`src/design/host_port_regs.svh`:
```
// Constants of the parallel host port: local register offsets, fields,
// queue sizes and timing counts.
// Assumes inclusion by bare name from the design file.
`ifndef HOST_PORT_REGS_SVH
`define HOST_PORT_REGS_SVH

// ----------------------------------------------------------------------
// Local register offsets
// ----------------------------------------------------------------------
`define QUEUE_ADDR 8'h00
`define QUEUE_ADDR_MASK 8'hfe
`define CTRL_ADDR 8'h02
`define STAT_ADDR 8'h04

// ----------------------------------------------------------------------
// Control fields (write-only pulses)
// ----------------------------------------------------------------------
`define CTRL_TX_RELEASE_BIT 0
`define CTRL_RX_RELEASE_BIT 1
`define CTRL_FLUSH_BIT 2

// ----------------------------------------------------------------------
// Status fields
// ----------------------------------------------------------------------
`define STAT_DIR_STYLE_BIT 0
`define STAT_MUX_BIT 1
`define STAT_WIDE_BIT 2
`define STAT_TX_WIN_FULL_BIT 3
`define STAT_RX_WIN_DONE_BIT 4
`define STAT_RX_LEVEL_LSB 8
`define STAT_RESET_VAL 16'h0000

// ----------------------------------------------------------------------
// Sizes
// ----------------------------------------------------------------------
`define QUEUE_DEPTH 64
`define HALF_DEPTH 6'h20
`define STAGE_DEPTH 4

// ----------------------------------------------------------------------
// Timing
// ----------------------------------------------------------------------
`define CLK_PERIOD_NS 8
`define SCAN_RST_NS 64
`define SCAN_RST_CYCLES ((`SCAN_RST_NS + `CLK_PERIOD_NS - 1) / `CLK_PERIOD_NS)

`endif

```
`src/design/host_port_pkg.sv`:
```
// Types shared by the parallel host port.
// Assumes nothing beyond a SystemVerilog compiler.
package host_port_pkg;

  typedef enum {
    ST_IDLE,
    ST_WRITE,
    ST_WR2,
    ST_RD1,
    ST_RD2,
    ST_HOLD
  } port_state_t;

endpackage

```
`src/design/host_port.sv`:
```
// Parallel host port with byte-lane steering and two 64-byte queues.
// Assumes bus pins already synchronous to clk_sys; strobes last at least
// four clock cycles; the pad ring resolves data_out/data_oe_*.
//
// How it works
// - Two bus styles selectable, each with 8- or 16-bit data width.
// - One 64-byte queue per direction carries payload to and from CPU.
// - In 16-bit width, address bit zero and byte enable pick lanes.
// - Separate-strobe: word on both lanes, odd byte high, even low.
// - Direction-strobe: word on both lanes, odd byte low, even high.
// - Static latch pin picks demux style; toggling gives multiplexed, in separate-strobe style only.
// - Byte and word queue accesses may interleave freely.
// - Byte writes on either lane append to the queue in order.
// - Test data, mode and clock inputs carry pull-ups.
// - Scan logic resets itself at power-up; no test reset pin.
// - Each queue split in 32-byte halves; CPU sees only one.
`timescale 1ns/10ps
`include "host_port_regs.svh"
`default_nettype none

// ----------------------------------------------------------------------
// Generic FIFO
// ----------------------------------------------------------------------
module stream_fifo #(
  parameter int WIDTH = 8,
  parameter int DEPTH = 4
) (
  // Clock and reset
  input wire logic clk_sys,
  input wire logic sys_rst,
  input wire logic flush,
  // Fill side
  input wire logic in_valid,
  output logic in_ready,
  input wire logic [WIDTH-1:0] in_data,
  // Drain side
  output logic out_valid,
  input wire logic out_ready,
  output logic [WIDTH-1:0] out_data,
  output logic [$clog2(DEPTH+1)-1:0] level
);
  localparam int AW = $clog2(DEPTH);
  localparam int LW = $clog2(DEPTH+1);

  logic [WIDTH-1:0] mem [DEPTH];
  logic [AW-1:0] wr_ptr_r, wr_ptr_nxt, rd_ptr_r, rd_ptr_nxt;
  logic [LW-1:0] count_r, count_nxt;
  logic push, pop;

  assign in_ready = (count_r != LW'(DEPTH));
  assign out_valid = (count_r != '0);
  assign out_data = mem[rd_ptr_r];
  assign level = count_r;
  assign push = in_valid & in_ready;
  assign pop = out_valid & out_ready;

  always_comb begin
    wr_ptr_nxt = flush ? '0 : wr_ptr_r + AW'(push);
    rd_ptr_nxt = flush ? '0 : rd_ptr_r + AW'(pop);
    count_nxt = flush ? '0 : count_r + LW'(push) - LW'(pop);
  end

  always_ff @(posedge clk_sys or posedge sys_rst) begin
    if (sys_rst) begin
      wr_ptr_r <= '0;
      rd_ptr_r <= '0;
      count_r <= '0;
    end else begin
      wr_ptr_r <= wr_ptr_nxt;
      rd_ptr_r <= rd_ptr_nxt;
      count_r <= count_nxt;
    end
  end

  // Storage needs no reset; count guards every read
  always_ff @(posedge clk_sys) begin
    if (push & !flush) begin
      mem[wr_ptr_r] <= in_data;
    end
  end
endmodule

// ----------------------------------------------------------------------
// Host port top
// ----------------------------------------------------------------------
module host_bus_byte_lane_port (
  // Clock and reset
  input wire logic clk_sys,
  input wire logic sys_rst,
  // Straps
  input wire logic interface_type_select,
  input wire logic bus_width_select,
  // Host bus pins
  input wire logic cs_n,
  input wire logic rd_ds_n,
  input wire logic wr_rw,
  input wire logic ale,
  input wire logic high_byte_enable_n,
  input wire logic low_byte_enable_n,
  input wire logic [7:0] addr,
  input wire logic [15:0] data_in,
  output logic [15:0] data_out,
  output logic data_oe_lo,
  output logic data_oe_hi,
  // Register port toward the device core
  output logic [7:0] reg_addr,
  output logic [15:0] reg_wdata,
  output logic [1:0] reg_be,
  output logic reg_wr,
  output logic reg_rd,
  input wire logic [15:0] reg_rdata,
  // Line side of the transmit queue
  output logic [7:0] tx_line_data,
  output logic tx_line_valid,
  input wire logic tx_line_ready,
  // Line side of the receive queue
  input wire logic [7:0] rx_line_data,
  input wire logic rx_line_valid,
  output logic rx_line_ready,
  // Test access
  output logic scan_reset,
  output logic [2:0] test_pullup_en
);
  import host_port_pkg::*;

  // --------------------------------------------------------------------
  // Strap capture and bus style
  // --------------------------------------------------------------------
  logic cfg_done_r, cfg_done_nxt, dir_style_r, dir_style_nxt;
  logic wide_r, wide_nxt, ale_q_r, ale_q_nxt, mux_r, mux_nxt;
  logic [7:0] alat_r, alat_nxt;
  logic mux_mode, be_n, rd_act, wr_act, lane_even, lane_odd;
  logic [7:0] eff_addr;
  logic [15:0] data_int;

  always_comb begin
    cfg_done_nxt = 1'b1;
    // Straps caught once, after reset release
    dir_style_nxt = cfg_done_r ? dir_style_r : interface_type_select;
    wide_nxt = cfg_done_r ? wide_r : bus_width_select;
    ale_q_nxt = ale;
    // Any latch-pin edge means a multiplexed bus
    mux_nxt = mux_r | (cfg_done_r & (ale != ale_q_r));
    alat_nxt = ale ? data_in[7:0] : alat_r;
  end

  always_ff @(posedge clk_sys or posedge sys_rst) begin
    if (sys_rst) begin
      cfg_done_r <= 1'b0;
      dir_style_r <= 1'b0;
      wide_r <= 1'b0;
      ale_q_r <= 1'b0;
      mux_r <= 1'b0;
      alat_r <= 8'h00;
    end else begin
      cfg_done_r <= cfg_done_nxt;
      dir_style_r <= dir_style_nxt;
      wide_r <= wide_nxt;
      ale_q_r <= ale_q_nxt;
      mux_r <= mux_nxt;
      alat_r <= alat_nxt;
    end
  end

  always_comb begin
    // Multiplexing exists only in the separate-strobe style
    mux_mode = mux_r & !dir_style_r;
    eff_addr = mux_mode ? alat_r : addr;
    be_n = dir_style_r ? low_byte_enable_n : high_byte_enable_n;
    rd_act = !cs_n & !rd_ds_n & (dir_style_r ? wr_rw : 1'b1);
    wr_act = !cs_n & (dir_style_r ? (!rd_ds_n & !wr_rw) : !wr_rw);
    if (!wide_r) begin
      // Narrow bus: one byte chosen by address bit zero alone
      lane_even = !eff_addr[0];
      lane_odd = eff_addr[0];
    end else begin
      lane_even = !eff_addr[0];
      lane_odd = !be_n;
      if (be_n & eff_addr[0]) begin
        lane_even = 1'b0;
        lane_odd = 1'b0;
      end
    end
    // Internal order: even byte low, odd byte high
    if (!wide_r) begin
      data_int = {2{data_in[7:0]}};
    end else if (dir_style_r) begin
      data_int = {data_in[7:0], data_in[15:8]};
    end else begin
      data_int = data_in;
    end
  end

  // --------------------------------------------------------------------
  // Queues
  // --------------------------------------------------------------------
  logic tx_push_req, tx_push, tx_in_ready, tx_ok;
  logic rx_pop_req, rx_pop, rx_out_valid, rx_ok, flush;
  logic stage_valid, stage_ready;
  logic [7:0] tx_byte, rx_head, stage_data, rx_byte;
  logic [6:0] rx_level;
  logic [5:0] tx_win_r, tx_win_nxt, rx_win_r, rx_win_nxt;

  stream_fifo #(.WIDTH(8), .DEPTH(`QUEUE_DEPTH)) transmit_queue (
    .clk_sys(clk_sys),
    .sys_rst(sys_rst),
    .flush(flush),
    .in_valid(tx_push),
    .in_ready(tx_in_ready),
    .in_data(tx_byte),
    .out_valid(tx_line_valid),
    .out_ready(tx_line_ready),
    .out_data(tx_line_data),
    .level()
  );

  // Small staging buffer decouples the line from the receive queue
  stream_fifo #(.WIDTH(8), .DEPTH(`STAGE_DEPTH)) rx_stage (
    .clk_sys(clk_sys),
    .sys_rst(sys_rst),
    .flush(1'b0),
    .in_valid(rx_line_valid),
    .in_ready(rx_line_ready),
    .in_data(rx_line_data),
    .out_valid(stage_valid),
    .out_ready(stage_ready),
    .out_data(stage_data),
    .level()
  );

  stream_fifo #(.WIDTH(8), .DEPTH(`QUEUE_DEPTH)) receive_queue (
    .clk_sys(clk_sys),
    .sys_rst(sys_rst),
    .flush(flush),
    .in_valid(stage_valid),
    .in_ready(stage_ready),
    .in_data(stage_data),
    .out_valid(rx_out_valid),
    .out_ready(rx_pop),
    .out_data(rx_head),
    .level(rx_level)
  );

  // --------------------------------------------------------------------
  // Access sequencer
  // --------------------------------------------------------------------
  port_state_t state_r, state_nxt;
  logic [7:0] cap_addr_r, cap_addr_nxt;
  logic cap_even_r, cap_even_nxt, cap_odd_r, cap_odd_nxt;
  logic [15:0] cap_data_r, cap_data_nxt, rdbuf_r, rdbuf_nxt, stat_word;
  logic is_queue, is_ctrl, is_stat, ctrl_wr, rel_tx, rel_rx;

  always_comb begin
    is_queue = ((cap_addr_r & `QUEUE_ADDR_MASK) == `QUEUE_ADDR);
    is_ctrl = (cap_addr_r == `CTRL_ADDR);
    is_stat = ((cap_addr_r & `QUEUE_ADDR_MASK) == `STAT_ADDR);
    // CPU sees only one half of each queue at a time
    tx_ok = tx_in_ready & (tx_win_r != `HALF_DEPTH);
    rx_ok = rx_out_valid & (rx_win_r != `HALF_DEPTH);
    rx_byte = rx_ok ? rx_head : 8'h00;
    stat_word = `STAT_RESET_VAL;
    stat_word[`STAT_DIR_STYLE_BIT] = dir_style_r;
    stat_word[`STAT_MUX_BIT] = mux_mode;
    stat_word[`STAT_WIDE_BIT] = wide_r;
    stat_word[`STAT_TX_WIN_FULL_BIT] = (tx_win_r == `HALF_DEPTH);
    stat_word[`STAT_RX_WIN_DONE_BIT] = (rx_win_r == `HALF_DEPTH);
    stat_word[`STAT_RX_LEVEL_LSB +: 7] = rx_level;
  end

  always_comb begin
    state_nxt = state_r;
    cap_addr_nxt = cap_addr_r;
    cap_even_nxt = cap_even_r;
    cap_odd_nxt = cap_odd_r;
    cap_data_nxt = cap_data_r;
    rdbuf_nxt = rdbuf_r;
    tx_push_req = 1'b0;
    tx_byte = cap_data_r[7:0];
    rx_pop_req = 1'b0;
    reg_wr = 1'b0;
    reg_rd = 1'b0;
    ctrl_wr = 1'b0;
    unique case (state_r)
      ST_IDLE: begin
        cap_addr_nxt = eff_addr;
        cap_even_nxt = lane_even;
        cap_odd_nxt = lane_odd;
        cap_data_nxt = data_int;
        rdbuf_nxt = 16'h0000;
        if (wr_act) begin
          state_nxt = ST_WRITE;
        end else if (rd_act) begin
          state_nxt = ST_RD1;
        end
      end
      ST_WRITE: begin
        // Data is taken at the end of the strobe, when it is settled
        if (wr_act) begin
          cap_data_nxt = data_int;
        end else begin
          state_nxt = ST_IDLE;
          if (is_queue) begin
            // Even lane first, then odd: byte order is kept
            tx_push_req = cap_even_r | cap_odd_r;
            tx_byte = cap_even_r ? cap_data_r[7:0] : cap_data_r[15:8];
            if (cap_even_r & cap_odd_r) begin
              state_nxt = ST_WR2;
            end
          end else if (is_ctrl) begin
            ctrl_wr = cap_even_r;
          end else if (!is_stat) begin
            reg_wr = cap_even_r | cap_odd_r;
          end
        end
      end
      ST_WR2: begin
        tx_push_req = 1'b1;
        tx_byte = cap_data_r[15:8];
        state_nxt = ST_IDLE;
      end
      ST_RD1: begin
        state_nxt = ST_HOLD;
        if (is_queue) begin
          rx_pop_req = cap_even_r | cap_odd_r;
          if (cap_even_r) begin
            rdbuf_nxt[7:0] = rx_byte;
          end else begin
            rdbuf_nxt[15:8] = rx_byte;
          end
          if (cap_even_r & cap_odd_r) begin
            state_nxt = ST_RD2;
          end
        end else if (is_stat) begin
          rdbuf_nxt = stat_word;
        end else if (!is_ctrl) begin
          reg_rd = cap_even_r | cap_odd_r;
          state_nxt = ST_RD2;
        end
      end
      ST_RD2: begin
        state_nxt = ST_HOLD;
        if (is_queue) begin
          rx_pop_req = 1'b1;
          rdbuf_nxt[15:8] = rx_byte;
        end else begin
          rdbuf_nxt = reg_rdata;
        end
      end
      ST_HOLD: begin
        if (!rd_act) begin
          state_nxt = ST_IDLE;
        end
      end
    endcase
  end

  always_comb begin
    tx_push = tx_push_req & tx_ok;
    rx_pop = rx_pop_req & rx_ok;
    flush = ctrl_wr & cap_data_r[`CTRL_FLUSH_BIT];
    rel_tx = ctrl_wr & cap_data_r[`CTRL_TX_RELEASE_BIT];
    rel_rx = ctrl_wr & cap_data_r[`CTRL_RX_RELEASE_BIT];
    // Releasing a half reopens the window for the next one
    tx_win_nxt = (flush | rel_tx) ? 6'h00 : tx_win_r + 6'(tx_push);
    rx_win_nxt = (flush | rel_rx) ? 6'h00 : rx_win_r + 6'(rx_pop);
  end

  always_ff @(posedge clk_sys or posedge sys_rst) begin
    if (sys_rst) begin
      state_r <= ST_IDLE;
      cap_addr_r <= 8'h00;
      cap_even_r <= 1'b0;
      cap_odd_r <= 1'b0;
      cap_data_r <= 16'h0000;
      rdbuf_r <= 16'h0000;
      tx_win_r <= 6'h00;
      rx_win_r <= 6'h00;
    end else begin
      state_r <= state_nxt;
      cap_addr_r <= cap_addr_nxt;
      cap_even_r <= cap_even_nxt;
      cap_odd_r <= cap_odd_nxt;
      cap_data_r <= cap_data_nxt;
      rdbuf_r <= rdbuf_nxt;
      tx_win_r <= tx_win_nxt;
      rx_win_r <= rx_win_nxt;
    end
  end

  assign reg_addr = cap_addr_r;
  assign reg_wdata = cap_data_r;
  assign reg_be = {cap_odd_r, cap_even_r};

  // --------------------------------------------------------------------
  // Read data onto the pins
  // --------------------------------------------------------------------
  logic [15:0] data_out_r, data_out_nxt;
  logic oe_lo_r, oe_lo_nxt, oe_hi_r, oe_hi_nxt, drive;

  always_comb begin
    drive = (state_r == ST_HOLD) & rd_act;
    if (!wide_r) begin
      data_out_nxt = {8'h00, cap_odd_r ? rdbuf_r[15:8] : rdbuf_r[7:0]};
      oe_lo_nxt = drive & (cap_even_r | cap_odd_r);
      oe_hi_nxt = 1'b0;
    end else if (dir_style_r) begin
      data_out_nxt = {rdbuf_r[7:0], rdbuf_r[15:8]};
      oe_lo_nxt = drive & cap_odd_r;
      oe_hi_nxt = drive & cap_even_r;
    end else begin
      data_out_nxt = rdbuf_r;
      oe_lo_nxt = drive & cap_even_r;
      oe_hi_nxt = drive & cap_odd_r;
    end
  end

  always_ff @(posedge clk_sys or posedge sys_rst) begin
    if (sys_rst) begin
      data_out_r <= 16'h0000;
      oe_lo_r <= 1'b0;
      oe_hi_r <= 1'b0;
    end else begin
      data_out_r <= data_out_nxt;
      oe_lo_r <= oe_lo_nxt;
      oe_hi_r <= oe_hi_nxt;
    end
  end

  assign data_out = data_out_r;
  assign data_oe_lo = oe_lo_r;
  assign data_oe_hi = oe_hi_r;

  // --------------------------------------------------------------------
  // Test access support
  // --------------------------------------------------------------------
  logic [3:0] scan_cnt_r, scan_cnt_nxt;

  always_comb begin
    scan_cnt_nxt = (scan_cnt_r != 4'h0) ? scan_cnt_r - 4'h1 : 4'h0;
  end

  // Self reset of the scan logic, since no test reset pin exists
  always_ff @(posedge clk_sys or posedge sys_rst) begin
    if (sys_rst) begin
      scan_cnt_r <= 4'(`SCAN_RST_CYCLES);
    end else begin
      scan_cnt_r <= scan_cnt_nxt;
    end
  end

  assign scan_reset = (scan_cnt_r != 4'h0);
  // Pad pull-ups on test data, mode and clock inputs
  assign test_pullup_en = 3'b111;
endmodule

`default_nettype wire

```
`config.mk`:
```
export PLATFORM = sky130hd
export DESIGN_NAME = host_bus_byte_lane_port
export DESIGN_NICKNAME = d
export VERILOG_FILES = /design/src/design/host_port_pkg.sv /design/src/design/host_port.sv
export VERILOG_INCLUDE_DIRS = /design/src /design/src/design
export SDC_FILE = /design/constraint.sdc
export NUM_CORES = 1
export LEC_CHECK = 0
export BUFFER_PORTS_ARGS = -buffer_cell sky130_fd_sc_hd__buf_2
export CAP_MARGIN = 30
export CORE_MARGIN = 2
export CORE_UTILIZATION = 40
export DETAILED_ROUTE_END_ITERATION = 10
export GPL_ROUTABILITY_DRIVEN = 0
export PLACE_DENSITY = 0.61
export SLEW_MARGIN = 20
export SYNTH_ARGS = -nofsm -noshare
export SYNTH_HDL_FRONTEND = slang
export SYNTH_HIERARCHICAL = 1
export SYNTH_SLANG_ARGS = --single-unit
```
`constraint.sdc`:
```
create_clock -name clk_sys -period 8.3 [get_ports clk_sys]
set_input_delay 2.075 -clock clk_sys [delete_from_list [all_inputs] [get_ports clk_sys]]
set_output_delay 2.075 -clock clk_sys [all_outputs]
set_load 0.05 [all_outputs]
```
==> run summary <==
Pre-antenna DRT Iters: 5
IO Pins: 120
Routed len/inst: 25.3 um
Synthesized area: 0.0482 mm^2
Final Hold Viols: 0
Postcts setup bufs: 0
Top sig layer: met4
Startpoint Class: flop
Flop pwr share: 45.4%
Routed vias/inst: 5.60
Hold Crit Class: flop to flop
CTS tree: done
Worst R2R Path Depth: 8
H-tree Lvls: 3
Antenna-violating nets left: 0
Power Internal: 12.2 mW
Root Buffer: clkbuf_16
# port buffers: 116
Outcome: complete, no violations
Final Max Slew Viols: 0
Total GRT Usage: 18.1%
DP Area: 0.0504 mm^2
Clock Sinks: 1193
RSZ-0062 raised after global routing: false
Fin nets: 2825
Net Sw Frac: 32.2%
Worst-skew pair later-pin latency: 0.69 ns
Clock buffer depth: 3
Crit path time final: 6.08 ns
DIE HEIGHT: 351 um
Fmax: 164 MHz
Resize count post-CTS: 0
P&R area growth vs syn: 12.4%
Synth Flop Type: edfxtp_1
Synth area leader: edfxtp_1
Power per cell area: 333 mW/mm^2
Reg-to-Reg Start: dir_style_r
Synth unique cells: 76
Critical R2R Capture: transmit_queue/mem[41][3]
WL met2: 55700 um
First-pass GRT wire length: 166000 um
Crit path DAT: 4.01 ns
Top post-synthesis cells by count: edfxtp_1, mux4_2, nor2_1
Crit path capture: tx_line_data[1]
Pleak: 17.7 nW
Setup crit end kind: output pin
Hold_buf cts: 0
Clk slew on worst S/H paths: 0.06 ns
Number of global-route vias before repair: 25100
Max-cap viol count: 0
Worst Skew: 0.0314 ns
Largest net degree at the start of global routing: 77
DIE AREA: 0.123 mm^2
Vias: 24800
Routed wl met3: 7670 um
YS warnings: 6
Post-synth EDFFs: 1056
Post-route cell area: 0.0542 mm^2
R2r setup slk: 3.82 ns
Antenna cells: 0
PnR Total Power: 18.0 mW
Max-Slew Margin vs Limit: 33.5%
Count leader, synth: edfxtp_1
Seq/Total Area, Yosys: 72.9%
Mapped Avg Cell Area: 18.6 um^2
Maximum VDD drop: 303 uV
#FFs+latches synth: 1193
First DRT Iteration DRCs: 2620
Syn Inst Count: 2593
CTS Buf Count: 112
Share of cells above drive strength 1: 22.8%
Logic gate share of total power: 26.1%
Asr flop ratio synth: 11.5%
CP startpoint: transmit_queue/rd_ptr_r[1]
Core ar.: 0.120 mm^2
DP HPWL: 69100 um
Post-synth top area share: 65.8%
Crit share post-route: 73.3%
Switching power total: 5.80 mW
Hold_ws: 0.460 ns
TNS Setup: 0 ns
Worst-Margin Slew: 0.997 ns
# DRC: 0
Fillers: 10200
Starting Density: 40.2%
Antenna violations before repair: 0
CP Class: flop to output pin
Worst EP required: 6.23 ns
Setup-failing EPs final: 0
Top cells by area, synth: edfxtp_1, mux4_2, dfrtp_1, mux2i_1, nor2_1
Clk pwr share: 28.5%
Std-Cell Rows: 127
M1 WL: 45400 um
CP Max Fanout: 67
Die X-Extent: 351 um
GRT overflow: 0
Finished Core Util: 45.2%
Routed WL: 112000 um
per-layer routing:
metal / global-route usage [%] / up-vias
met4: 5.56 / 0
met2: 29.9 / 1052
met1: 24.9 / 12900
met3: 2.68 / 211
met5: 0 / -
li1: - / 10600
area by class of cell:
type                            instances  area, um^2  share of cell area [%]
Multi-Input combinational cell       1216       12200                    22.5
Tap cell                             1612        2020                    3.72
Sequential cell                      1193       35200                    64.9
Clock buffer                          138        2920                    5.39
Timing Repair Buffer                  156         936                    1.73
Inverter                               49         185                   0.342
Clock inverter                         66         754                    1.39
metrics by stage:
stage | worst slack (ns) | instances
finish | 2.22 | 4430
global route | 2.02 | 4430
CTS | 2.17 | 4425
detailed placement | 2.70 | 4221
global placement | 2.86 | 4216
floorplan | 2.72 | 2603
worst min-delay path by stage:
stage,start,end,slack (ns),cells after the start
finish,mux_r,mux_r,0.46,1
global route,scan_cnt_r[3],scan_cnt_r[3],0.48,1
CTS,mux_r,mux_r,0.46,1
detailed placement,mux_r,mux_r,0.45,1
global placement,mux_r,mux_r,0.44,1
floorplan,mux_r,mux_r,0.43,1
registers in the layout (all words and copies together) (netlist names), 2 cells and up:
signal / count
reg_wdata: 16
tx_win_r: 6
alat_r: 8
receive_queue/mem: 512
rx_stage/wr_ptr_r: 2
data_out: 16
transmit_queue/rd_ptr_r: 6
scan_cnt_r: 4
rx_win_r: 6
receive_queue/rd_ptr_r: 6
receive_queue/level: 7
rdbuf_r: 16
transmit_queue/mem: 512
transmit_queue/wr_ptr_r: 6
state_r: 3
transmit_queue/level: 7
rx_stage/rd_ptr_r: 2
reg_addr: 8
receive_queue/wr_ptr_r: 6
rx_stage/mem: 32
rx_stage/level: 3
kinds of logic after synthesis:
logic type      count (synthesis)  share of synthesized area [%]
mux                           384                           15.0
simple gates                  474                           4.75
buf+inv                       194                           1.96
fa+ha+maj                      37                           1.01
xor+xnor                       33                          0.628
flops                        1193                           72.9
other cells                     2                         0.0156
compound gates                276                           3.77
cell usage in the layout (no fill, tap or decap), types with 34 or more instances in the layout:
cell       Yosys  final
a211oi_1      39     39
a21oi_1       77     77
a22oi_1       35     35
buf_2         43    116
clkbuf_16      0    113
dfrtp_1      136    130
edfxtp_1    1056   1056
ha_1          34     34
inv_1         49     48
mux2i_1       88     88
mux4_2       267    267
nand2_1       67     67
nor2_1       220    220
nor2b_1       61     61
power by group through the flow:
stage,registers [mW],clock network [mW],logic [mW]
after global routing,8.24,5.49,5.05
after floorplan,8.29,0,3.07
after global placement,8.29,0,4.58
final,8.18,5.14,4.70
after CTS,8.20,5.25,4.71
after detailed placement,8.32,0,4.70
critical path, stage by stage (launching register included):
cell	delay, ns
dfrtp_4	0.79
buf_4	0.76
mux4_2	0.62
mux4_2	0.49
o21ai_1	0.16
o211ai_1	0.16
buf_2	0.25
Note: power is estimated with default switching activity, not from simulation.
